==> src/core/nba_map.vh <==
`ifndef NBA_MAP_VH
`define NBA_MAP_VH

// operation codes from the decoder
`define NBA_OP_ADD        3'h0
`define NBA_OP_SUM_WITH_CARRY_IN       3'h1
`define NBA_OP_SUB        3'h2
`define NBA_OP_DIFFERENCE_WITH_BORROW_IN       3'h3
`define NBA_OP_OR         3'h4
`define NBA_OP_AND        3'h5
`define NBA_OP_XOR        3'h6

// operand forms
`define NBA_FORM_REG_MEM  1'b0
`define NBA_FORM_MEM_IMM  1'b1

// register byte offsets
`define NBA_OFS_CTRL      4'h0
`define NBA_OFS_STATUS    4'h4
`define NBA_OFS_INDEX     4'h8
`define NBA_OFS_RESULT    4'hc

// control register field
`define NBA_CTRL_DEC      0

// status word fields
`define NBA_ST_IXE        0
`define NBA_ST_ZERO       1
`define NBA_ST_CARRY      2
`define NBA_ST_CMP        3

// status word location in data memory
`define NBA_PSW_ADDR      7'h7f

// reset values
`define NBA_RST_NIB       4'h0
`define NBA_RST_BIT       1'b0

// axi responses
`define NBA_RESP_OKAY     2'h0
`define NBA_RESP_SLVERR   2'h2

// decimal limits
`define NBA_DEC_MAX       5'h09
`define NBA_DEC_ADD_HI    5'h13
`define NBA_DEC_TEN       4'ha
`define NBA_SUB_NEG_LO    4'h6
`define NBA_DEC_BIG_TOP   2'h3
`define NBA_DEC_BIG_ADJ   2'h2

// sequencer states
`define NBA_ST_IDLE       1'b0
`define NBA_ST_EXEC       1'b1

`endif

==> src/core/nba_alu.v <==
// What this block does
// - add, subtract, with carry and with borrow
// - register with memory or memory with immediate
// - decimal flag and no-store flag steer arithmetic
// - binary carry on overflow or borrow
// - stored arithmetic result zero sets zero flag
// - no-store blocks arithmetic write-back, flags still update
// - no-store zero keeps zero flag, else clear
// - no-store still sets carry on overflow
// - decimal carry above nine or below zero
// - binary first, then decimal correction
// - out-of-range decimal gives carry and big nibble
// - decimal correction follows fixed table
// - no-store plus decimal updates flags only
// - write-back to status word overwrites flags
// - no-store on status word keeps proper flags
// - bitwise or, and, xor in both forms
// - logic ignores modes, keeps flags except on status word
// - index flag offsets memory operand address
// - carry feeds the low bit position
// - result goes to the first operand location
//
// Implementation choices: the address map and register access over AXI4-Lite.
`include "nba_map.vh"
module nba_alu
#(
  parameter RA_W     = 4,
  parameter MA_W     = 7,
  parameter [MA_W-1:0] PSW_ADDR = `NBA_PSW_ADDR
)
(
  // clock and reset
  input  wire            mclk,
  input  wire            sys_rst,
  // axi4-lite write address
  input  wire [3:0]      s_axi_awaddr,
  input  wire            s_axi_awvalid,
  output reg             s_axi_awready,
  // axi4-lite write data
  input  wire [31:0]     s_axi_wdata,
  input  wire [3:0]      s_axi_wstrb,
  input  wire            s_axi_wvalid,
  output reg             s_axi_wready,
  // axi4-lite write response
  output reg  [1:0]      s_axi_bresp,
  output reg             s_axi_bvalid,
  input  wire            s_axi_bready,
  // axi4-lite read address
  input  wire [3:0]      s_axi_araddr,
  input  wire            s_axi_arvalid,
  output reg             s_axi_arready,
  // axi4-lite read data
  output reg  [31:0]     s_axi_rdata,
  output reg  [1:0]      s_axi_rresp,
  output reg             s_axi_rvalid,
  input  wire            s_axi_rready,
  // operation request from the decoder
  input  wire            op_valid,
  output reg             op_ready,
  input  wire [2:0]      op_code,
  input  wire            op_form,
  input  wire [RA_W-1:0] op_reg_addr,
  input  wire [MA_W-1:0] op_mem_addr,
  input  wire [3:0]      op_imm,
  input  wire [3:0]      reg_rd_data,
  // data memory operand read
  output reg  [MA_W-1:0] mem_rd_addr,
  input  wire [3:0]      mem_rd_data,
  // result write-back
  output reg             wb_reg_we,
  output reg             wb_mem_we,
  output reg  [RA_W-1:0] wb_reg_addr,
  output reg  [MA_W-1:0] wb_mem_addr,
  output reg  [3:0]      wb_data,
  // status word flags and control register decimal flag
  output reg             carry_flag,
  output reg             result_null_flag,
  output reg             compare_no_store_flag,
  output reg             decimal_mode_flag,
  output reg             index_enable_flag
);

  // captured request
  reg            state_reg;
  reg [2:0]      code_reg;
  reg            form_reg;
  reg [RA_W-1:0] raddr_reg;
  reg [3:0]      imm_reg;
  reg [3:0]      rdat_reg;
  reg [MA_W-1:0] index_reg;
  localparam     ST_IDLE = `NBA_ST_IDLE;
  localparam     ST_EXEC = `NBA_ST_EXEC;
  // axi holding registers
  reg            aw_hold_reg;
  reg            w_hold_reg;
  reg [3:0]      aw_addr_reg;
  reg [31:0]     w_data_reg;
  reg            w_lane_reg;
  // indexed memory address
  wire [MA_W:0]   idx_sum = {1'b0, op_mem_addr} + {1'b0, index_reg};
  wire [MA_W-1:0] eff_addr = index_enable_flag ? idx_sum[MA_W-1:0] : op_mem_addr;
  // operand selection
  wire [3:0] opa = (form_reg == `NBA_FORM_MEM_IMM) ? mem_rd_data : rdat_reg;
  wire [3:0] opb = (form_reg == `NBA_FORM_MEM_IMM) ? imm_reg : mem_rd_data;
  wire is_arith = ~code_reg[2];
  wire is_sub   = code_reg[1];
  wire use_cy   = code_reg[0] & carry_flag;
  // binary arithmetic, bit 4 is carry or borrow
  wire [4:0] add_bin = {1'b0, opa} + {1'b0, opb} + {4'h0, use_cy};
  wire [4:0] sub_bin = {1'b0, opa} - {1'b0, opb} - {4'h0, use_cy};
  wire [4:0] bin_res = is_sub ? sub_bin : add_bin;
  wire [3:0] dec_nib;
  wire       dec_carry;
  nba_dec_corr u_dec_corr
  (
    .bin_in    (bin_res),
    .is_sub    (is_sub),
    .dec_nib   (dec_nib),
    .dec_carry (dec_carry)
  );
  // arithmetic result and carry
  wire [3:0] ar_nib = decimal_mode_flag ? dec_nib : bin_res[3:0];
  wire       ar_cy  = decimal_mode_flag ? dec_carry : bin_res[4];
  // logical result, the spare code acts as xor
  wire [3:0] lg_nib = (code_reg == `NBA_OP_OR)  ? (opa | opb) :
                      (code_reg == `NBA_OP_AND) ? (opa & opb) : (opa ^ opb);
  wire [3:0] res_nib = is_arith ? ar_nib : lg_nib;
  wire       exec    = (state_reg == ST_EXEC);
  wire       store   = ~is_arith | ~compare_no_store_flag;
  wire       to_mem  = (form_reg == `NBA_FORM_MEM_IMM);
  wire       to_psw  = exec & store & to_mem & (mem_rd_addr == PSW_ADDR);
  // zero flag next value
  wire zero_hit  = (ar_nib == `NBA_RST_NIB);
  wire zero_next = compare_no_store_flag ? (zero_hit & result_null_flag) : zero_hit;
  // axi decode
  wire do_write = aw_hold_reg & w_hold_reg & ~s_axi_bvalid;
  wire wr_ctrl  = do_write & w_lane_reg & (aw_addr_reg == `NBA_OFS_CTRL);
  wire wr_stat  = do_write & w_lane_reg & (aw_addr_reg == `NBA_OFS_STATUS);
  wire wr_index = do_write & w_lane_reg & (aw_addr_reg == `NBA_OFS_INDEX);
  wire wr_known = (aw_addr_reg == `NBA_OFS_CTRL) | (aw_addr_reg == `NBA_OFS_STATUS) |
                  (aw_addr_reg == `NBA_OFS_INDEX) | (aw_addr_reg == `NBA_OFS_RESULT);
  // request sequencer
  always @(posedge mclk or posedge sys_rst)
  begin
    if (sys_rst)
    begin
      state_reg   <= ST_IDLE;
      op_ready    <= 1'b1;
      code_reg    <= `NBA_OP_ADD;
      form_reg    <= `NBA_FORM_REG_MEM;
      raddr_reg   <= {RA_W{1'b0}};
      imm_reg     <= `NBA_RST_NIB;
      rdat_reg    <= `NBA_RST_NIB;
      mem_rd_addr <= {MA_W{1'b0}};
    end
    else
    begin
      case (state_reg)
        ST_IDLE:
        begin
          if (op_valid)
          begin
            state_reg   <= ST_EXEC;
            op_ready    <= 1'b0;
            code_reg    <= op_code;
            form_reg    <= op_form;
            raddr_reg   <= op_reg_addr;
            imm_reg     <= op_imm;
            rdat_reg    <= reg_rd_data;
            mem_rd_addr <= eff_addr;
          end
        end
        ST_EXEC:
        begin
          state_reg <= ST_IDLE;
          op_ready  <= 1'b1;
        end
        default:
        begin
          state_reg <= ST_IDLE;
          op_ready  <= 1'b1;
        end
      endcase
    end
  end
  // write-back
  always @(posedge mclk or posedge sys_rst)
  begin
    if (sys_rst)
    begin
      wb_reg_we   <= 1'b0;
      wb_mem_we   <= 1'b0;
      wb_reg_addr <= {RA_W{1'b0}};
      wb_mem_addr <= {MA_W{1'b0}};
      wb_data     <= `NBA_RST_NIB;
    end
    else
    begin
      wb_reg_we <= exec & store & ~to_mem;
      wb_mem_we <= exec & store & to_mem;
      if (exec)
      begin
        wb_reg_addr <= raddr_reg;
        wb_mem_addr <= mem_rd_addr;
        wb_data     <= res_nib;
      end
    end
  end

  // status word and control; hardware update wins over a software write
  always @(posedge mclk or posedge sys_rst)
  begin
    if (sys_rst)
    begin
      carry_flag            <= `NBA_RST_BIT;
      result_null_flag      <= `NBA_RST_BIT;
      compare_no_store_flag <= `NBA_RST_BIT;
      index_enable_flag     <= `NBA_RST_BIT;
      decimal_mode_flag     <= `NBA_RST_BIT;
      index_reg             <= {MA_W{1'b0}};
    end
    else
    begin
      if (wr_stat)
      begin
        carry_flag            <= w_data_reg[`NBA_ST_CARRY];
        result_null_flag      <= w_data_reg[`NBA_ST_ZERO];
        compare_no_store_flag <= w_data_reg[`NBA_ST_CMP];
        index_enable_flag     <= w_data_reg[`NBA_ST_IXE];
      end
      if (wr_ctrl)
        decimal_mode_flag <= w_data_reg[`NBA_CTRL_DEC];
      if (wr_index)
        index_reg <= w_data_reg[MA_W-1:0];
      if (exec & is_arith)
      begin
        carry_flag       <= ar_cy;
        result_null_flag <= zero_next;
      end
      if (to_psw)
      begin
        carry_flag            <= res_nib[`NBA_ST_CARRY];
        result_null_flag      <= res_nib[`NBA_ST_ZERO];
        compare_no_store_flag <= res_nib[`NBA_ST_CMP];
        index_enable_flag     <= res_nib[`NBA_ST_IXE];
      end
    end
  end

  // axi write channels
  always @(posedge mclk or posedge sys_rst)
  begin
    if (sys_rst)
    begin
      s_axi_awready <= 1'b1;
      s_axi_wready  <= 1'b1;
      s_axi_bvalid  <= 1'b0;
      s_axi_bresp   <= `NBA_RESP_OKAY;
      aw_hold_reg   <= 1'b0;
      w_hold_reg    <= 1'b0;
      aw_addr_reg   <= 4'h0;
      w_data_reg    <= 32'h0;
      w_lane_reg    <= 1'b0;
    end
    else
    begin
      if (s_axi_awvalid & s_axi_awready)
      begin
        aw_hold_reg   <= 1'b1;
        aw_addr_reg   <= {s_axi_awaddr[3:2], 2'h0};
        s_axi_awready <= 1'b0;
      end
      if (s_axi_wvalid & s_axi_wready)
      begin
        w_hold_reg   <= 1'b1;
        w_data_reg   <= s_axi_wdata;
        w_lane_reg   <= s_axi_wstrb[0];
        s_axi_wready <= 1'b0;
      end
      if (do_write)
      begin
        aw_hold_reg  <= 1'b0;
        w_hold_reg   <= 1'b0;
        s_axi_bvalid <= 1'b1;
        s_axi_bresp  <= wr_known ? `NBA_RESP_OKAY : `NBA_RESP_SLVERR;
      end
      if (s_axi_bvalid & s_axi_bready)
      begin
        s_axi_bvalid  <= 1'b0;
        s_axi_awready <= 1'b1;
        s_axi_wready  <= 1'b1;
      end
    end
  end

  // axi read channels
  reg [31:0] rd_mux;
  always @*
  begin
    rd_mux = 32'h0;
    case ({s_axi_araddr[3:2], 2'h0})
      `NBA_OFS_CTRL:   rd_mux[`NBA_CTRL_DEC] = decimal_mode_flag;
      `NBA_OFS_STATUS: rd_mux[3:0] = {compare_no_store_flag, carry_flag,
                                      result_null_flag, index_enable_flag};
      `NBA_OFS_INDEX:  rd_mux[MA_W-1:0] = index_reg;
      `NBA_OFS_RESULT: rd_mux[3:0] = wb_data;
      default:         rd_mux = 32'h0;
    endcase
  end

  always @(posedge mclk or posedge sys_rst)
  begin
    if (sys_rst)
    begin
      s_axi_arready <= 1'b1;
      s_axi_rvalid  <= 1'b0;
      s_axi_rdata   <= 32'h0;
      s_axi_rresp   <= `NBA_RESP_OKAY;
    end
    else
    begin
      if (s_axi_arvalid & s_axi_arready)
      begin
        s_axi_arready <= 1'b0;
        s_axi_rvalid  <= 1'b1;
        s_axi_rdata   <= rd_mux;
        s_axi_rresp   <= `NBA_RESP_OKAY;
      end
      else if (s_axi_rvalid & s_axi_rready)
      begin
        s_axi_rvalid  <= 1'b0;
        s_axi_arready <= 1'b1;
      end
    end
  end

endmodule // nba_alu

==> src/core/nba_dec_corr.v <==
`include "nba_map.vh"

module nba_dec_corr
(
  // binary result with carry or borrow in bit 4
  input  wire [4:0] bin_in,
  input  wire       is_sub,
  // corrected nibble
  output reg  [3:0] dec_nib,
  output reg        dec_carry
);

  always @*
  begin
    dec_carry = 1'b1;
    dec_nib   = bin_in[3:0];
    if (!is_sub)
    begin
      if (bin_in <= `NBA_DEC_MAX)
      begin
        dec_carry = 1'b0;
      end
      else if (bin_in <= `NBA_DEC_ADD_HI)
      begin
        dec_nib = bin_in[3:0] - `NBA_DEC_TEN;
      end
      else
      begin
        case (bin_in[3:0])
          4'h4, 4'h8: dec_nib = 4'he;
          4'h5, 4'h9: dec_nib = 4'hf;
          4'h6, 4'ha, 4'he: dec_nib = 4'hc;
          4'h7, 4'hb, 4'hf: dec_nib = 4'hd;
          4'hc: dec_nib = 4'ha;
          4'hd: dec_nib = 4'hb;
          default: dec_nib = 4'he;
        endcase
      end
    end
    else
    begin
      if (bin_in <= `NBA_DEC_MAX)
      begin
        dec_carry = 1'b0;
      end
      else if (bin_in[4] && bin_in[3:0] >= `NBA_SUB_NEG_LO)
      begin
        dec_nib = bin_in[3:0] - `NBA_SUB_NEG_LO;
      end
      else
      begin
        dec_nib = {`NBA_DEC_BIG_TOP, bin_in[1:0] + `NBA_DEC_BIG_ADJ};
      end
    end
  end

endmodule // nba_dec_corr

==> config.mk <==
export PLATFORM = sky130hd
export DESIGN_NAME = nba_alu
export DESIGN_NICKNAME = d
export VERILOG_FILES = /design/src/core/nba_alu.v /design/src/core/nba_dec_corr.v
export VERILOG_INCLUDE_DIRS = /design/src /design/src/core
export SDC_FILE = /design/constraint.sdc
export NUM_CORES = 1
export LEC_CHECK = 0
export BUFFER_PORTS_ARGS = -buffer_cell sky130_fd_sc_hd__buf_2
export CAP_MARGIN = 20
export CORE_UTILIZATION = 50
export DETAILED_ROUTE_END_ITERATION = 10
export GPL_TIMING_DRIVEN = 0
export PLACE_DENSITY = 0.79
export SYNTH_ARGS = -nofsm -noshare
export SYNTH_HDL_FRONTEND = slang
export SYNTH_SLANG_ARGS = --single-unit
export TNS_END_PERCENT = 1
==> constraint.sdc <==
create_clock -name mclk -period 5.7 [get_ports mclk]
set_input_delay 1.14 -clock mclk [delete_from_list [all_inputs] [get_ports mclk]]
set_output_delay 1.14 -clock mclk [all_outputs]
set_load 0.02 [all_outputs]
Word-level counts from Yosys, hierarchy flattened
Memories as Yosys holds them, arrays and structs flattened.
Index checks and enable logic that the tools add are counted.

operators by class
  bitwise operators = 30
  muxes and demuxes = 48
  add/sub/neg operators = 8
  equal/unequal tests = 10
  $lt $le $gt $ge = 3
  reductions and logical operators = 13

operator list
  operator                                                               number
  4-bit 2-to-1 mux                                                       11
  1-bit 2-to-1 mux                                                       29
  1-bit bitwise AND                                                      18
  2-bit nonzero test                                                     7
  3-bit one-hot mux with 3 select lines                                  1
  2-bit == test, second input constant                                   4
  4-bit logical NOT                                                      2
  7-bit adder                                                            1
  7-bit == test, second input constant                                   1
  7-bit 2-to-1 mux                                                       1
  3-bit == test, second input constant                                   2
  4-bit by 4-bit adder with 5-bit output                                 1
  5-bit by 1-bit adder with 5-bit output                                 1
  5-bit by 4-bit <= comparator with 1-bit output, second input constant  1
  5-bit <= comparator, second input constant                             1
  5-bit 2-to-1 mux                                                       1
  1-bit NOT                                                              5
  4-bit by 4-bit subtractor with 5-bit output                            1
  5-bit by 1-bit subtractor with 5-bit output                            1
  4-bit bitwise AND                                                      1
  2-bit by 1-bit == test with 1-bit output, second input constant        2
  4-bit by 3-bit >= comparator with 1-bit output, second input constant  1
  1-bit OR                                                               4
  4-bit OR                                                               1
  other kinds (13)                                                       14

storage, ports and cells
  memory bits (read-only) = 48
  word-level logic and storage cells = 144
  output and inout bits = 71
  flip-flop bits (word level) = 80
  memories = 1
  bits of input ports = 79

memories
  memory           words  width  rd ports  clocked after memory_dff  write ports  RTL line           text
  (no name shown)  16     3      1         0                         0            nba_dec_corr.v:29  case (bin_in[3:0])

Logic depth before layout (Yosys ltp)
  word-level depth = 15
  gate-level depth with buffers = 18

Modules after synthesis
Synthesis repeated with hierarchy kept, for this count alone.

second synthesis, totals
  cell total of the unflattened synthesis = 448
  area, all modules = 4830.9 µm²

modules (own cells, without submodules)
  module        area an instance (µm²)  sequential area each (µm²)  times used  cells an instance
  nba_alu       4504.3                  1981.9                      1           407
  nba_dec_corr  326.6                   0.0                         1           41

Worst setup path after synthesis
No wires, ideal clock.

  path kind = input-to-reg
  start point = input port mem_rd_data[0]
  end point = register result_null_flag
  data arrival time = 4.633 ns
  data required time = 5.620 ns
  path buffers = 0
  stages = 15
  setup slack = 0.987 ns
  setup time = 0.080 ns
  path through = mux2i_1 inv_1 fa_1 fa_1 a21oi_1 xnor2_1 inv_1 ha_1 o21ai_0 o311ai_1 a2bb2oi_2 a2111oi_4 a211oi_1 or4_1 o211ai_2

between the ends
  word-level cells in the longest chain between the ends = 15
  elaborated cells on any way between the ends = 27
  those cells by class = 7 x add/sub; 3 x order compare; 13 x mux; 1 x bitwise; 2 x reduce/logical; 1 x memory

ends and longest elaborated chain
  element                                                                                                       RTL line                      text
  start, declared                                                                                               nba_alu.v:68                  input wire [3:0] mem_rd_data,
  4-bit 2-to-1 mux, on equally long branches                                                                    nba_alu.v:103, nba_alu.v:104
  4-bit by 4-bit adder with 5-bit output / 4-bit by 4-bit subtractor with 5-bit output (equally long branches)  nba_alu.v:109, nba_alu.v:110
  5-bit by 1-bit adder with 5-bit output / 5-bit by 1-bit subtractor with 5-bit output (equally long branches)  nba_alu.v:109, nba_alu.v:110
  5-bit 2-to-1 mux *                                                                                            nba_alu.v:111                 wire [4:0] bin_res = is_sub ? sub_bin : add_bin;
  4-bit by 3-bit >= comparator with 1-bit output (no source line)                                               --
  1-bit logical AND (no source line)                                                                            --
  4-bit 2-to-1 mux                                                                                              nba_dec_corr.v:46             else if (bin_in[4] && bin_in[3:0] >= `NBA_SUB_NEG_LO)
  4-bit 2-to-1 mux                                                                                              nba_dec_corr.v:42             if (bin_in <= `NBA_DEC_MAX)
  4-bit 2-to-1 mux                                                                                              nba_dec_corr.v:17             if (!is_sub)
  4-bit 2-to-1 mux *                                                                                            nba_alu.v:122                 wire [3:0] ar_nib = decimal_mode_flag ? dec_nib : bin_res[3:0];
  4-bit logical NOT (no source line)                                                                            --
  1-bit bitwise AND                                                                                             nba_alu.v:134                 wire zero_next = compare_no_store_flag ? (zero_hit & result_null_flag) : zero_hit;
  1-bit 2-to-1 mux                                                                                              nba_alu.v:134
  1-bit 2-to-1 mux                                                                                              nba_alu.v:235                 if (exec & is_arith)
  1-bit 2-to-1 mux *                                                                                            nba_alu.v:240                 if (to_psw)
  end signal, assigned                                                                                          nba_alu.v:227                 result_null_flag <= w_data_reg[`NBA_ST_ZERO];
  end signal, assigned                                                                                          nba_alu.v:238                 result_null_flag <= zero_next;
  end signal, assigned                                                                                          nba_alu.v:243                 result_null_flag <= res_nib[`NBA_ST_ZERO];
  end, declared                                                                                                 nba_alu.v:77                  output reg result_null_flag,

Every way passes the cells marked *; elsewhere a longest branch is shown, timed or not.
A chain may end at the register's enable or synchronous reset.

Worst setup path after layout
  start point = register form_reg
  end point = register result_null_flag

between the ends
  word-level cells in the longest chain between the ends = 15
  elaborated cells on any way between the ends = 35
  those cells by class = 7 x add/sub; 3 x order compare; 15 x mux; 6 x bitwise; 3 x reduce/logical; 1 x memory

ends and longest elaborated chain
  element                                                                                                       RTL line                      text
  start, declared                                                                                               nba_alu.v:86                  reg form_reg;
  start signal, assigned                                                                                        nba_alu.v:150                 form_reg <= `NBA_FORM_REG_MEM;
  start signal, assigned                                                                                        nba_alu.v:166                 form_reg <= op_form;
  4-bit 2-to-1 mux, on equally long branches                                                                    nba_alu.v:103, nba_alu.v:104
  4-bit by 4-bit adder with 5-bit output / 4-bit by 4-bit subtractor with 5-bit output (equally long branches)  nba_alu.v:109, nba_alu.v:110
  5-bit by 1-bit adder with 5-bit output / 5-bit by 1-bit subtractor with 5-bit output (equally long branches)  nba_alu.v:109, nba_alu.v:110
  5-bit 2-to-1 mux                                                                                              nba_alu.v:111
  4-bit by 3-bit >= comparator with 1-bit output (no source line)                                               --
  1-bit logical AND (no source line)                                                                            --
  4-bit 2-to-1 mux                                                                                              nba_dec_corr.v:46
  4-bit 2-to-1 mux                                                                                              nba_dec_corr.v:42
  4-bit 2-to-1 mux                                                                                              nba_dec_corr.v:17
  4-bit 2-to-1 mux                                                                                              nba_alu.v:122
  4-bit logical NOT (no source line)                                                                            --
  1-bit bitwise AND                                                                                             nba_alu.v:134
  1-bit 2-to-1 mux                                                                                              nba_alu.v:134
  1-bit 2-to-1 mux                                                                                              nba_alu.v:235
  1-bit 2-to-1 mux                                                                                              nba_alu.v:240

Parallel ways exist; a longest one is shown, timed or not.

==> impl.org <==
** Outcome
- Status :: completed

** Placement
- Inst Count DP :: between 600 and 700
- The HPWL after detailed placement is around 8000 µm.
- Number of buffers inserted by port buffering :: 89
- Routability-driven placement finished with a final weighted congestion of ~0.85.

** Drt
- Count of vias placed by the detailed router :: 3,581
- The pre-antenna-repair detailed-routing pass consisted of 4 iterations.
- Residual DRC :: 0
- Number of vias per cell :: 5.27
- Summed over all layers, the routed wires come to ~10,000 µm.
- Avg WL per Cell :: 15.1 µm
- For this block, the initial DRC count from the detailed router was 160.
- Number of nets with antenna violations after routing :: 0

** Floorplan
- Placeable core region :: just under 0.009 mm²
- Total number of placement rows :: 34
- Y dimension of the die :: between 90 and 100 µm
- Die X :: 98.9 µm
- Starting density of the core :: a little over half
- Total I/O pin count :: 150
- Die Area :: 0.00978 mm²

** Cells and area
- Of the cells placed in the final design, the portion with a size suffix greater than 1 is about 35%.
- Number of antenna repair diodes :: 0
- The finished layout holds a little under 700 standard cells, fillers aside.
- In the layout the commonest cells are buf_2 (90), dfrtp_1 (75), mux2_2 (48).
- The area growth from synthesis to layout is 19.9%.
- In the final design database the tool counted 675 nets.
- Leading cell type in the layout, fill and taps excluded :: buf_2

** CTS
- Clock-pin slew was measured on the worst setup and hold paths at approximately 0.080 ns.
- The H-tree was split into 3 levels.
- Buffers inserted to repair hold after CTS numbered 0.
- TritonCTS built the clock tree.
- Sinks on Clock Net :: 79
- The clock reaches the later pin of the worst-skew pair after 0.35 ns.
- Maximum clock path buffer count :: 2
- After clock tree synthesis, the repair step resized 0 gates.
- Number of post-CTS setup repair buffers :: 0
- Number of buffers created by CTS :: 9
- Root buf cell :: clkbuf_8

** STA
- Clock skew on the completed layout was measured at ~0.0071 ns.
- Slew headroom :: 28.5%
- Setup repair after global routing left no endpoint under its margin.
- Setup violations remaining at the end of the flow were counted as 0.
- Worst-Margin Slew :: around 1.1 ns
- Adding up every negative setup slack in the final design gives 0 ns.
- FMAX :: slightly below 200 MHz
- Final Hold Fails :: 0
- In the finished design, the share of the clock period the worst path needs comes to between 90% and 100%.
- Min Tclk post-route :: 5.19 ns
- The max-slew violation total from the final report was 0.

** Logic synthesis
- During synthesis, Yosys emitted a total of 0 warnings.
- Number of register bits inferred by synthesis :: 79
- The mapped netlist covers between 0.004 and 0.005 mm².
- Counting flops with an async set or reset pin after synthesis yields a share of 100%.
- Part of the Yosys area used for sequential elements :: a little over two fifths
- Gate count of the mapped netlist :: approximately 440
- Primary FF master, synth :: dfrtp_1
- Syn Area/Cell :: approximately 11 µm²
- The synthesized design contains 0 enable-type register cells.
- Library cells used by synthesis :: 55

** Global route
- GRT met3 Usage :: approximately 6.2%
- Global-route layer with the greatest usage :: met2
- The first global-routing pass estimated about 17,000 µm of wire.
- Global routing usage on met2 :: between 30% and 40%
- Overall Global Routing Usage :: about 22%
- The initial antenna violation count was 0.
- Global routing consumed, on the met1 layer, between 20% and 30% of the routing resources.
- Vias in the first global route :: about 3,500
- Entering global routing, the biggest net connects 53 pins.
- For this run the aggregate overflow at the end of global routing stands at 0.

** Job
- Number of maximum-capacitance violations :: 0

** Pwr
- For this design the ratio of total power to cell area is 481 mW/mm².
- Max rail drop VDD :: 346 µV
- Summed over all cells, the static leakage comes to between 2 and 3 nW.

** Setup path
- Worst setup path category :: flip-flop to flip-flop
- Of all nets on the critical path, the largest fanout is 10.
- Arrival time of the worst setup path :: approximately 5.5 ns
- Data on the critical path is required at its endpoint by roughly 6 ns.
- STA classifies the critical path startpoint as a flip-flop.
- STA classifies the critical path endpoint as a flip-flop.

** Worst hold path
- The path class of the tightest hold or removal check is flip-flop to flip-flop.
## cell families after synthesis
family	Yosys count	synth area share (%)
AO/OA/AOI/OAI	79	11.8
XOR/XNOR	10	1.87
adder cells (fa/ha/maj)	29	8.53
buffers and inverters	76	8.58
flip-flops	79	42.2
multiplexers	78	18.3
other	1	0.0799
AND/OR/NAND/NOR	87	8.74
## Yosys cell counts (all sizes together) (2+ instances only)
master,count,area share [%]
o21bai,3,0.48
clkbuf,9,0.72
buf,34,5.2
inv,33,2.6
nand3,4,0.43
o21ai,26,2.8
dfrtp,75,40
and2,3,0.45
nor2,25,2.0
nand2b,5,0.67
mux2,48,12
fa,5,2.1
nor3b,2,0.32
nand2,30,2.4
a211oi,2,0.32
a21oi,19,2.0
xor2,2,0.37
nand3b,2,0.32
a221oi,2,0.51
ha,24,6.4
a22o,4,0.75
nor3,2,0.21
xnor2,8,1.5
a22oi,3,0.48
a2111oi,3,1.4
mux2i,29,6.3
nor2b,8,1.1
o211ai,4,0.75
a21o,3,0.48
o21a,2,0.32
dfstp,4,2.2
nand4,2,0.27
## layer usage
metal / wire (µm) / share of wire (%)
met4: 134 / 1.3
met2: 4780 / 47
met5: 0 / 0
met1: 4590 / 45
met3: 766 / 7.5
## report_power, final
part / internal (W) / total, W / switching (W)
Combinational: 0.000563 / 0.00132 / 0.000758
Sequential: 0.000760 / 0.000929 / 0.000169
Clock: 0.000249 / 0.000455 / 0.000206
## worst max-delay path, cell delays in order, from the launching register on
cell       delay, ns
dfrtp_1         0.42
buf_1           0.52
mux2i_1         0.46
inv_1           0.14
fa_1            0.48
fa_1            0.45
a21oi_1         0.20
xnor2_1         0.32
inv_1           0.27
ha_1            0.31
o21ai_0         0.11
o311ai_1        0.18
a2bb2oi_2       0.22
a2111oi_4       0.36
a211oi_1        0.10
or4_1           0.52
o211ai_2        0.08
## through the flow
stage	utilization [%]	instance area, µm²	total power [W]	setup slack (ns)	hold WS, ns
after global placement	60.5	5380	0.00219	0.445	0.459
after detailed placement	60.8	5410	0.00225	0.356	0.467
after floorplan	-	4800	0.00187	0.987	0.462
after CTS	63.3	5630	0.00271	0.508	0.485
final	63.3	5630	0.00271	0.507	0.482
after global routing	63.3	5630	0.00289	0.166	0.520
## final timing paths
path	start	to	slack, ns	cells past startpoint
min in group asynchronous	sys_rst	wb_reg_addr[2]	0.76	2
min reg2reg	s_axi_rdata[3]	s_axi_rdata[3]	0.48	2
min	s_axi_rdata[3]	s_axi_rdata[3]	0.48	2
max	form_reg	result_null_flag	0.51	16
max reg2reg	form_reg	result_null_flag	0.51	16
max in group asynchronous	sys_rst	s_axi_wready	4.30	3
## cell type report
type                    instances  area (µm²)
plain buffers                  43         279
fillers                       740        3260
inverters                      33         126
clock buffers                  10         128
clock inverters                 6        92.6
multi-input cells             311        2410
flip-flops and latches         79        1980
repair buffers                 90         473
well taps                     108         135
Power figures use the tool's default switching activity.
